[config.mk]
export PLATFORM = sky130hd
export DESIGN_NAME = tcic_timer
export DESIGN_NICKNAME = d
export VERILOG_FILES = /design/src/include/tcic_pkg.sv /design/src/hw/tcic_timer.sv
export SDC_FILE = /design/constraint.sdc
export NUM_CORES = 1
export LEC_CHECK = 0
export ABC_AREA = 1
export BUFFER_PORTS_ARGS = -buffer_cell sky130_fd_sc_hd__clkbuf_2
export CORE_MARGIN = 1.5
export CORE_UTILIZATION = 55
export DETAILED_ROUTE_END_ITERATION = 6
export PLACE_DENSITY = 0.79
export RECOVER_POWER = 50
export SYNTH_ARGS = -nofsm -noshare
export SYNTH_HDL_FRONTEND = slang
export SYNTH_SLANG_ARGS = --single-unit
[constraint.sdc]
create_clock -name aclk -period 8.6 [get_ports aclk]
set_clock_uncertainty 0.1 [all_clocks]
set_input_delay 0.43 -clock aclk [delete_from_list [all_inputs] [get_ports aclk]]
set_output_delay 0.43 -clock aclk [all_outputs]
set_load 0.1 [all_outputs]
[src/include/tcic_pkg.sv]
// Constants, field layouts and carrier types for the 16-bit timer counter
// with input capture. Assumes a 32-bit AXI4-Lite register slave.
package tcic_pkg;
    // Register byte offsets, one aligned word each
    localparam logic [7:0] OFS_CTRL_A = 8'h00;
    localparam logic [7:0] OFS_CTRL_B = 8'h04;
    localparam logic [7:0] OFS_CNT_LO = 8'h08;
    localparam logic [7:0] OFS_CNT_HI = 8'h0C;
    localparam logic [7:0] OFS_CAP_LO = 8'h10;
    localparam logic [7:0] OFS_CAP_HI = 8'h14;
    localparam logic [7:0] OFS_FLAGS = 8'h18;
    localparam logic [7:0] OFS_IRQEN = 8'h1C;
    localparam logic [7:0] OFS_CMP_CS = 8'h20;
    // Field positions
    localparam int B_OVF = 0;
    localparam int B_CAP = 5;
    localparam int B_CMP_SEL = 2;
    localparam int B_CMP_OUT = 5;
    // Clock source select codes
    localparam logic [2:0] CS_STOP = 3'h0;
    localparam logic [2:0] CS_SYS = 3'h1;
    localparam logic [2:0] CS_EXT_FALL = 3'h6;
    localparam logic [2:0] CS_EXT_RISE = 3'h7;
    // Fixed top values and extremes
    localparam logic [15:0] TOP_8B = 16'h00FF;
    localparam logic [15:0] TOP_9B = 16'h01FF;
    localparam logic [15:0] TOP_10B = 16'h03FF;
    localparam logic [15:0] CNT_MAX = 16'hFFFF;
    localparam logic [15:0] CNT_BOTTOM = 16'h0000;
    // Noise filter sample count
    localparam int FILT_LEN = 4;
    // AXI responses
    localparam logic [1:0] RESP_OKAY = 2'h0;
    localparam logic [1:0] RESP_SLVERR = 2'h2;

    // Control fields held from control registers A and B
    typedef struct packed {
        logic nf_en;         // noise_filter_enable
        logic edge_rise;     // capture_edge_select
        logic [3:0] wgm;     // waveform_mode_field
        logic [2:0] css;     // clock_source_select
    } tcic_ctrl_t;
    localparam tcic_ctrl_t CTRL_RESET = '0;

    // Sticky event flags
    typedef struct packed {
        logic cap;           // capture_flag
        logic ovf;           // overflow_flag
    } tcic_flags_t;
endpackage : tcic_pkg

[src/hw/tcic_timer.sv]
// 16-bit up/down timer counter with input capture, noise filter and a
// shared high-byte holding register, behind an AXI4-Lite slave.
// Assumes capture_pin, comparator_output, external_clock_pin and
// prescale_tick are synchronous to aclk; prescaler is outside.
//
// Our own choices: the register addresses and register access over AXI4-Lite.
`timescale 1ns/1ns
module tcic_timer
(
    input wire logic aclk,
    input wire logic aresetn,
    input wire logic [7:0] s_axi_awaddr,
    input wire logic s_axi_awvalid,
    output logic s_axi_awready,
    input wire logic [31:0] s_axi_wdata,
    input wire logic [3:0] s_axi_wstrb,
    input wire logic s_axi_wvalid,
    output logic s_axi_wready,
    output logic [1:0] s_axi_bresp,
    output logic s_axi_bvalid,
    input wire logic s_axi_bready,
    input wire logic [7:0] s_axi_araddr,
    input wire logic s_axi_arvalid,
    output logic s_axi_arready,
    output logic [31:0] s_axi_rdata,
    output logic [1:0] s_axi_rresp,
    output logic s_axi_rvalid,
    input wire logic s_axi_rready,
    input wire logic capture_pin,
    input wire logic comparator_output,
    input wire logic external_clock_pin,
    input wire logic prescale_tick,
    input wire logic [15:0] compare_a_value,
    input wire logic capture_irq_ack,
    input wire logic overflow_irq_ack,
    output logic capture_irq,
    output logic overflow_irq,
    output logic count_at_top,
    output logic count_at_bottom
);
    import tcic_pkg::*;

    // Mode classification helpers
    function automatic logic cap_is_top(input logic [3:0] m);
        cap_is_top = (m == 4'h8) || (m == 4'hA) || (m == 4'hC)
            || (m == 4'hE);
    endfunction : cap_is_top

    function automatic logic is_dual(input logic [3:0] m);
        is_dual = ((m >= 4'h1) && (m <= 4'h3))
            || ((m >= 4'h8) && (m <= 4'hB));
    endfunction : is_dual

    function automatic logic is_fast(input logic [3:0] m);
        is_fast = ((m >= 4'h5) && (m <= 4'h7)) || (m == 4'hE)
            || (m == 4'hF);
    endfunction : is_fast

    function automatic logic [15:0] top_of(input logic [3:0] m,
        input logic [15:0] cap, input logic [15:0] cmpa);
        unique case (m)
            4'h1, 4'h5: top_of = TOP_8B;
            4'h2, 4'h6: top_of = TOP_9B;
            4'h3, 4'h7: top_of = TOP_10B;
            4'h4, 4'h9, 4'hB, 4'hF: top_of = cmpa;
            4'h8, 4'hA, 4'hC, 4'hE: top_of = cap;
            default: top_of = CNT_MAX;
        endcase
    endfunction : top_of

    tcic_ctrl_t ctrl_q;
    tcic_flags_t flag_q;
    tcic_flags_t irqen_q;
    logic cmp_sel_q;
    logic [15:0] cnt_q;
    logic [15:0] cap_q;
    logic [7:0] hold_q;
    logic down_q;
    logic aw_ready_q;
    logic w_ready_q;
    logic b_valid_q;
    logic [1:0] b_resp_q;
    logic ar_ready_q;
    logic r_valid_q;
    logic [31:0] r_data_q;
    logic [1:0] r_resp_q;
    logic [7:0] wa_q;
    logic [7:0] wd_q;
    logic ws_q;
    logic ext_s1_q;
    logic ext_s2_q;
    logic ext_prev_q;
    logic in_s1_q;
    logic in_s2_q;
    logic [FILT_LEN-2:0] filt_sh_q;
    logic filt_q;
    logic lvl_prev_q;
    logic top_q;
    logic bottom_q;
    logic cap_irq_q;
    logic ovf_irq_q;

    logic do_wr;
    logic wr_en;
    logic wr_mapped;
    logic rd_en;
    logic wr_cnt_lo;
    logic wr_cap_lo;
    logic wr_hi;
    logic rd_cnt_lo;
    logic rd_cap_lo;
    logic tick;
    logic [15:0] top_val;
    logic [15:0] cnt_d;
    logic down_d;
    logic ovf_evt;
    logic lvl;
    logic cap_evt;
    logic [31:0] rd_word;
    logic rd_mapped;

    // AXI write: address and data are taken in either order
    assign do_wr = !aw_ready_q && !w_ready_q && !b_valid_q;
    assign wr_mapped = (wa_q <= OFS_CMP_CS) && (wa_q[1:0] == 2'h0);
    assign wr_en = do_wr && ws_q && wr_mapped;
    assign wr_cnt_lo = wr_en && (wa_q == OFS_CNT_LO);
    assign wr_cap_lo = wr_en && (wa_q == OFS_CAP_LO);
    assign wr_hi = wr_en && ((wa_q == OFS_CNT_HI) || (wa_q == OFS_CAP_HI));

    always_ff @(posedge aclk)
    begin
        if (!aresetn)
        begin
            aw_ready_q <= 1'b1;
            w_ready_q <= 1'b1;
            b_valid_q <= 1'b0;
            b_resp_q <= RESP_OKAY;
            wa_q <= 8'h00;
            wd_q <= 8'h00;
            ws_q <= 1'b0;
        end
        else
        begin
            if (s_axi_awvalid && aw_ready_q)
            begin
                aw_ready_q <= 1'b0;
                wa_q <= s_axi_awaddr;
            end
            if (s_axi_wvalid && w_ready_q)
            begin
                w_ready_q <= 1'b0;
                wd_q <= s_axi_wdata[7:0];
                ws_q <= s_axi_wstrb[0];
            end
            if (do_wr)
            begin
                b_valid_q <= 1'b1;
                b_resp_q <= wr_mapped ? RESP_OKAY : RESP_SLVERR;
                aw_ready_q <= 1'b1;
                w_ready_q <= 1'b1;
            end
            else if (b_valid_q && s_axi_bready)
            begin
                b_valid_q <= 1'b0;
            end
        end
    end

    // Read mux; upper locations return the shared holding register
    always_comb
    begin
        rd_word = 32'h0000_0000;
        rd_mapped = 1'b1;
        unique case (s_axi_araddr)
            OFS_CTRL_A: rd_word[1:0] = ctrl_q.wgm[1:0];
            OFS_CTRL_B: rd_word[7:0] = {ctrl_q.nf_en, ctrl_q.edge_rise,
                1'b0, ctrl_q.wgm[3:2], ctrl_q.css};
            OFS_CNT_LO: rd_word[7:0] = cnt_q[7:0];
            OFS_CNT_HI, OFS_CAP_HI: rd_word[7:0] = hold_q;
            OFS_CAP_LO: rd_word[7:0] = cap_q[7:0];
            OFS_FLAGS:
            begin
                rd_word[B_CAP] = flag_q.cap;
                rd_word[B_OVF] = flag_q.ovf;
            end
            OFS_IRQEN:
            begin
                rd_word[B_CAP] = irqen_q.cap;
                rd_word[B_OVF] = irqen_q.ovf;
            end
            OFS_CMP_CS:
            begin
                rd_word[B_CMP_SEL] = cmp_sel_q;
                rd_word[B_CMP_OUT] = comparator_output;
            end
            default: rd_mapped = 1'b0;
        endcase
    end

    assign rd_en = s_axi_arvalid && ar_ready_q;
    assign rd_cnt_lo = rd_en && (s_axi_araddr == OFS_CNT_LO);
    assign rd_cap_lo = rd_en && (s_axi_araddr == OFS_CAP_LO);

    // AXI read: answer one cycle after the address is taken
    always_ff @(posedge aclk)
    begin
        if (!aresetn)
        begin
            ar_ready_q <= 1'b1;
            r_valid_q <= 1'b0;
            r_data_q <= 32'h0000_0000;
            r_resp_q <= RESP_OKAY;
        end
        else if (rd_en)
        begin
            ar_ready_q <= 1'b0;
            r_valid_q <= 1'b1;
            r_data_q <= rd_word;
            r_resp_q <= rd_mapped ? RESP_OKAY : RESP_SLVERR;
        end
        else if (r_valid_q && s_axi_rready)
        begin
            r_valid_q <= 1'b0;
            ar_ready_q <= 1'b1;
        end
    end

    // Control registers; edge and filter bits act immediately
    always_ff @(posedge aclk)
    begin
        if (!aresetn)
        begin
            ctrl_q <= CTRL_RESET;
            irqen_q <= '0;
            cmp_sel_q <= 1'b0;
        end
        else if (wr_en)
        begin
            unique case (wa_q)
                OFS_CTRL_A: ctrl_q.wgm[1:0] <= wd_q[1:0];
                OFS_CTRL_B:
                begin
                    ctrl_q.nf_en <= wd_q[7];
                    ctrl_q.edge_rise <= wd_q[6];
                    ctrl_q.wgm[3:2] <= wd_q[4:3];
                    ctrl_q.css <= wd_q[2:0];
                end
                OFS_IRQEN:
                begin
                    irqen_q.cap <= wd_q[B_CAP];
                    irqen_q.ovf <= wd_q[B_OVF];
                end
                OFS_CMP_CS: cmp_sel_q <= wd_q[B_CMP_SEL];
                default: ;
            endcase
        end
    end

    // One holding register for counter and capture pairs; low-byte
    // writes leave it alone so one upper write serves many pairs
    always_ff @(posedge aclk)
    begin
        if (!aresetn)
            hold_q <= 8'h00;
        else if (wr_hi)
            hold_q <= wd_q;
        else if (rd_cnt_lo)
            hold_q <= cnt_q[15:8];
        else if (rd_cap_lo)
            hold_q <= cap_q[15:8];
    end

    // External clock pin sampled then edge detected into a timer tick
    always_ff @(posedge aclk)
    begin
        if (!aresetn)
        begin
            ext_s1_q <= 1'b0;
            ext_s2_q <= 1'b0;
            ext_prev_q <= 1'b0;
        end
        else
        begin
            ext_s1_q <= external_clock_pin;
            ext_s2_q <= ext_s1_q;
            ext_prev_q <= ext_s2_q;
        end
    end

    always_comb
    begin
        unique case (ctrl_q.css)
            CS_STOP: tick = 1'b0;
            CS_SYS: tick = 1'b1;
            CS_EXT_FALL: tick = ext_prev_q && !ext_s2_q;
            CS_EXT_RISE: tick = !ext_prev_q && ext_s2_q;
            default: tick = prescale_tick;
        endcase
    end

    // Next count: wrap at top, or turn round in dual-slope modes
    assign top_val = top_of(ctrl_q.wgm, cap_q, compare_a_value);
    always_comb
    begin
        cnt_d = cnt_q;
        down_d = down_q;
        if (is_dual(ctrl_q.wgm))
        begin
            if (!down_q && (cnt_q >= top_val))
            begin
                down_d = 1'b1;
                cnt_d = cnt_q - 16'h0001;
            end
            else if (down_q && (cnt_q == CNT_BOTTOM))
            begin
                down_d = 1'b0;
                cnt_d = 16'h0001;
            end
            else
                cnt_d = down_q ? cnt_q - 16'h0001 : cnt_q + 16'h0001;
        end
        else if (cnt_q == top_val)
            cnt_d = CNT_BOTTOM;
        else
            cnt_d = cnt_q + 16'h0001;
    end

    // Overflow point depends on the waveform mode
    assign ovf_evt = tick && !wr_cnt_lo && (is_dual(ctrl_q.wgm)
        ? (down_q && (cnt_q == CNT_BOTTOM))
        : (is_fast(ctrl_q.wgm) ? (cnt_q == top_val)
        : (cnt_q == CNT_MAX)));

    // Counter; a CPU write overrides any count or clear
    always_ff @(posedge aclk)
    begin
        if (!aresetn)
        begin
            cnt_q <= CNT_BOTTOM;
            down_q <= 1'b0;
        end
        else if (wr_cnt_lo)
            cnt_q <= {hold_q, wd_q};
        else if (tick)
        begin
            cnt_q <= cnt_d;
            down_q <= down_d;
        end
    end

    // Top and bottom indicators follow the stored count
    always_ff @(posedge aclk)
    begin
        if (!aresetn)
        begin
            top_q <= 1'b0;
            bottom_q <= 1'b0;
        end
        else
        begin
            top_q <= (cnt_q == top_val);
            bottom_q <= (cnt_q == CNT_BOTTOM);
        end
    end

    // Trigger source sampled like the clock pin; a switch of source
    // can look like an edge, so software clears the flag afterwards
    always_ff @(posedge aclk)
    begin
        if (!aresetn)
        begin
            in_s1_q <= 1'b0;
            in_s2_q <= 1'b0;
        end
        else
        begin
            in_s1_q <= cmp_sel_q ? comparator_output : capture_pin;
            in_s2_q <= in_s1_q;
        end
    end

    // Noise filter: output moves only when four samples agree
    always_ff @(posedge aclk)
    begin
        if (!aresetn)
        begin
            filt_sh_q <= '0;
            filt_q <= 1'b0;
        end
        else
        begin
            filt_sh_q <= {filt_sh_q[FILT_LEN-3:0], in_s2_q};
            if (&{filt_sh_q, in_s2_q})
                filt_q <= 1'b1;
            else if (~|{filt_sh_q, in_s2_q})
                filt_q <= 1'b0;
        end
    end

    // Edge detector, disabled while the capture register is top
    assign lvl = ctrl_q.nf_en ? filt_q : in_s2_q;
    assign cap_evt = !cap_is_top(ctrl_q.wgm) && (lvl != lvl_prev_q)
        && (lvl == ctrl_q.edge_rise);

    always_ff @(posedge aclk)
    begin
        if (!aresetn)
            lvl_prev_q <= 1'b0;
        else
            lvl_prev_q <= lvl;
    end

    // Capture register; each event overwrites the previous value
    always_ff @(posedge aclk)
    begin
        if (!aresetn)
            cap_q <= 16'h0000;
        else if (cap_evt)
            cap_q <= cnt_q;
        else if (wr_cap_lo && cap_is_top(ctrl_q.wgm))
            cap_q <= {hold_q, wd_q};
    end

    // Sticky flags; a new event wins over a clear in the same cycle
    always_ff @(posedge aclk)
    begin
        if (!aresetn)
            flag_q <= '0;
        else
        begin
            if (cap_evt)
                flag_q.cap <= 1'b1;
            else if (capture_irq_ack
                || (wr_en && (wa_q == OFS_FLAGS) && wd_q[B_CAP]))
                flag_q.cap <= 1'b0;
            if (ovf_evt)
                flag_q.ovf <= 1'b1;
            else if (overflow_irq_ack
                || (wr_en && (wa_q == OFS_FLAGS) && wd_q[B_OVF]))
                flag_q.ovf <= 1'b0;
        end
    end

    // Interrupt requests from flag and enable
    always_ff @(posedge aclk)
    begin
        if (!aresetn)
        begin
            cap_irq_q <= 1'b0;
            ovf_irq_q <= 1'b0;
        end
        else
        begin
            cap_irq_q <= flag_q.cap && irqen_q.cap;
            ovf_irq_q <= flag_q.ovf && irqen_q.ovf;
        end
    end

    assign s_axi_awready = aw_ready_q;
    assign s_axi_wready = w_ready_q;
    assign s_axi_bvalid = b_valid_q;
    assign s_axi_bresp = b_resp_q;
    assign s_axi_arready = ar_ready_q;
    assign s_axi_rvalid = r_valid_q;
    assign s_axi_rdata = r_data_q;
    assign s_axi_rresp = r_resp_q;
    assign capture_irq = cap_irq_q;
    assign overflow_irq = ovf_irq_q;
    assign count_at_top = top_q;
    assign count_at_bottom = bottom_q;

    // Checks
    chk_stop_holds: assert property (@(posedge aclk) disable iff (!aresetn)
        (ctrl_q.css == CS_STOP) && !wr_cnt_lo |=> $stable(cnt_q))
        else $error("counter moved while stopped");
    chk_cnt_write: assert property (@(posedge aclk) disable iff (!aresetn)
        wr_cnt_lo |=> cnt_q == {$past(hold_q), $past(wd_q)})
        else $error("counter write lost");
    chk_hold_keep: assert property (@(posedge aclk) disable iff (!aresetn)
        (wr_cnt_lo || wr_cap_lo) && !rd_en |=> $stable(hold_q))
        else $error("holding register changed on low write");
    chk_count_step: assert property (@(posedge aclk)
        disable iff (!aresetn) tick && !wr_cnt_lo && (ctrl_q.wgm == 4'h0)
        |=> cnt_q == $past(cnt_q) + 16'h0001)
        else $error("normal mode did not increment");
    chk_capture_copy: assert property (@(posedge aclk)
        disable iff (!aresetn)
        cap_evt |=> (cap_q == $past(cnt_q)) && flag_q.cap)
        else $error("capture copy or flag missing");
    chk_flag_clear: assert property (@(posedge aclk) disable iff (!aresetn)
        capture_irq_ack && !cap_evt |=> !flag_q.cap)
        else $error("capture flag not cleared");
    chk_cap_locked: assert property (@(posedge aclk) disable iff (!aresetn)
        wr_cap_lo && !cap_is_top(ctrl_q.wgm) && !cap_evt
        |=> $stable(cap_q))
        else $error("capture written outside top mode");
    chk_lo_read_hold: assert property (@(posedge aclk)
        disable iff (!aresetn) rd_cap_lo && !wr_hi
        |=> hold_q == $past(cap_q[15:8]))
        else $error("capture low read did not load holding");
    chk_filter_agree: assert property (@(posedge aclk)
        disable iff (!aresetn) $rose(filt_q)
        |-> $past(in_s2_q) && $past(in_s2_q, 2) && $past(in_s2_q, 3)
        && $past(in_s2_q, 4))
        else $error("filter moved without four equal samples");
    chk_irq_follow: assert property (@(posedge aclk) disable iff (!aresetn)
        flag_q.cap && irqen_q.cap |=> capture_irq)
        else $error("capture irq not raised");
endmodule : tcic_timer

==> impl_metrics.toml <==
[setup_path]
end_kind = "flop"
ff2ff_setup_slack_ns = 4.39
endpoint = "cnt_q[4]"
cp_common_cell = "nand2_1"
cp_max_fo = 18
r2r-start = "ctrl_q[6]"
crit_family = "simple AND/OR/NAND/NOR gates"
worstPathRequired_ns = 8.74
cp-start-kind = "flop"
crit_cells = 20
cp_cell_sequence = "inv_2 > nor2_2 > nor2_2 > inv_2 > a21oi_2 > a211o_1 > a21oi_1 > ha_1 > nand2_1 > nand2_1 > nand2_1 > nand2_1 > a21oi_1 > nand4_2 > nand2_2 > nor2_1 > nand2_1 > nand3_1 > nand2_1 > inv_1"
path_buf_inv = 3
cp.arrival_ns = 4.35
reg2reg_to = "cnt_q[4]"
ff2ff_path_depth = 20
crit_start = "ctrl_q[6]"
slowest_delay_ns = 0.68
cp_slowest_cell = "nor2_2"
crit_type = "reg2reg"

[detailed_routing]
via_count = 6998
drt_first_iter_violations = 716
detail_route.wl_per_cell_um = 15.7
first_pass_iters = 7
ant_nets = 0
vias_per_cell = 5.57
drc = 0
wirelength_um = 19700

[power_and_ir_drop]
p_int_uw = 719
vdd_drop_max_v = 0.000133
p_seq_share_pct = 46.7
swShare_pct = 32.8
p_leak_uw = 0.00342
p_comb_share_pct = 16.3
power_frac_clock_pct = 36.9
powerDensity_mw_per_mm2 = 145
switching_power_uw = 351
finalPower_uw = 1070

[worst_hold_path]
min_path_type = "in2reg"

[sta]
finalSetupViolCount = 0
timing.hold.ws_ns = 0.156
hold_violations = 0
final.setup.tns_ns = 0
rsz0062_at_grt = "no"
tightest_slew_ns = 2.64
slew_headroom_pct = -75.8
fmax_ghz = 0.237
slew_violations = 103
fin_crit_ns = 4.21
finalCritPeriodShare_pct = 49.0

[clocking]
clockRootBuffer = "clkbuf_16"
clkTransAtPathRegs_ns = 0.08
post-cts-setup-buffer-count = 0
cts_resized = 0
insertion_delay_ns = 0.36
cts_inserted_buffers = 9
ctsLongestPathBuffers = 2
htreeDepth = 3
cts.sink_count = 101
postCtsHoldBufs = 0
cts_tree = "built"

[cells_and_area]
regArea_mm2 = 0.00202
layout.nets = 1184
antenna_cells = 0
nFillCells = 1226
final_area_mm2 = 0.00739
drive_gt1_share_pct = 13.3
layout_commonest_cell = "nand2_1"
final_cell_mix = "249 x nand2_1, 108 x inv_1, 104 x nor2_1, 101 x dfxtp_1, 98 x o21ai_0"
multi_input_area_mm2 = 0.00405
syn_to_final_growth_pct = 8.46

[yosys]
synth_top_area_share_pct = 29.7
synth_area_leaders = "dfxtp_1 30%, nand2_1 14%, o21ai_0 7.2%, inv_1 5.9%, nor2_1 5.7%"
syn-instance-count = 1032
synth_edf_count = 0
netlist_area_mm2 = 0.00682
ys_ff_latch = 101
yosys_most_used_dff = "dfxtp_1"
ys_types = 54
synth.avg_cell_area_um2 = 6.60
synth_top_cell_by_area = "dfxtp_1"
async_flop_share_pct = 0
yosysWarnings = 0
ys_seq_area_share_pct = 29.7

[run]
cap_violations = 2

[run_status]
violations = "capacitance limit, slew limit"
status = "complete, but fails checks"

[floorplan]
rows = 40
die_x_um = 114
core-area_mm2 = 0.0121
dieArea_mm2 = 0.0131
io_pins = 126
chipHeight_um = 114
start_util_pct = 56.5

[placement]
place_area_mm2 = 0.00713
io_buffers = 72
dp_hpwl_um = 14900
gp_congestion = 0.972

[global_routing]
grt_overflow = 0
grt_antenna_before_repair = 0
grt_usage_pct = 31.0
grt_first_pass_wirelength_um = 31400
grt_max_degree = 69
grt_pass1_vias = 6322
[state kept, by name (all words and copies together), names as in the netlist, 2 cells and up]
signal and flops:
s_axi_rdata 8, wa_q 8, hold_q 8, cap_q 16
flag_q 2, ctrl_q 9, filt_sh_q 3, wd_q 8
irqen_q 2, cnt_q 16
[synthesized netlist by cell type, types with 14 or more instances]
| library cell | n |
|---|---|
| ha_1 | 19 |
| buf_4 | 28 |
| nand4_1 | 14 |
| nand2_1 | 249 |
| clkbuf_1 | 18 |
| a21oi_1 | 67 |
| inv_1 | 108 |
| o21ai_0 | 98 |
| dfxtp_1 | 101 |
| nand3_1 | 37 |
| nor2_2 | 20 |
| nor3_1 | 15 |
| nor2_1 | 104 |
[worst reg2reg max path: stages (launching register included)]
cell,delay [ns]
dfxtp_1,0.50
inv_2,0.14
nor2_2,0.68
nor2_2,0.20
inv_2,0.14
a21oi_2,0.09
a211o_1,0.24
a21oi_1,0.19
ha_1,0.28
nand2_1,0.06
nand2_1,0.04
nand2_1,0.05
nand2_1,0.06
a21oi_1,0.31
nand4_2,0.27
nand2_2,0.26
nor2_1,0.14
nand2_1,0.08
nand3_1,0.11
nand2_1,0.08
inv_1,0.06
[stage by stage]
stage          cells  worst slack [ns]  util (%)
3_3_place_gp    1241              4.56      59.1
5_1_grt         1257              4.16      61.3
4_1_cts         1257              4.48      61.5
6_report        1257              4.39      61.3
3_5_place_dp    1241              4.50      59.1
2_1_floorplan   1057              5.58         -
[worst min path at each step]
stage	startpoint	to	slack, ns	cells past startpoint
after CTS	external_clock_pin	ext_s1_q	0.14	3
after detailed placement	in_s1_q	in_s2_q	0.31	2
final	external_clock_pin	ext_s1_q	0.16	3
after global placement	in_s1_q	in_s2_q	0.29	2
after floorplan	ext_s1_q	ext_s2_q	0.29	2
after global routing	s_axi_awvalid	s_axi_awready	0.17	2
[final cells by class]
type / instances / area share (%)
Multi-Input combinational cell: 775 / 54.8
Sequential cell: 101 / 27.4
Inverter: 122 / 6.31
Timing Repair Buffer: 75 / 4.77
Clock buffer: 9 / 3.05
Tap cell: 168 / 2.84
Clock inverter: 7 / 0.846
[per-layer routing]
metal	wire, um	GRT usage (%)	vias up
met1	8380	39.9	3136
met3	1480	6.99	69
li1	-	-	3472
met4	890	14.4	0
met5	0	0	-
met2	8950	49.6	321
[cell families after synthesis]
group / share of synthesized area (%)
simple gates: 31.6
flops: 29.7
compound gates: 21.2
xor+xnor: 1.54
buf+inv: 12.2
mux: 0.147
other cells: 0.0550
fa+ha+maj: 3.49
[power groups by stage]
stage	clock [uW]	sequential (uW)	combinational, uW
after floorplan	0	534	124
after global placement	0	510	173
after detailed placement	0	510	175
after CTS	403	499	175
after global routing	420	502	188
final	395	500	175
No activity file was read; power rests on OpenSTA's default activity.
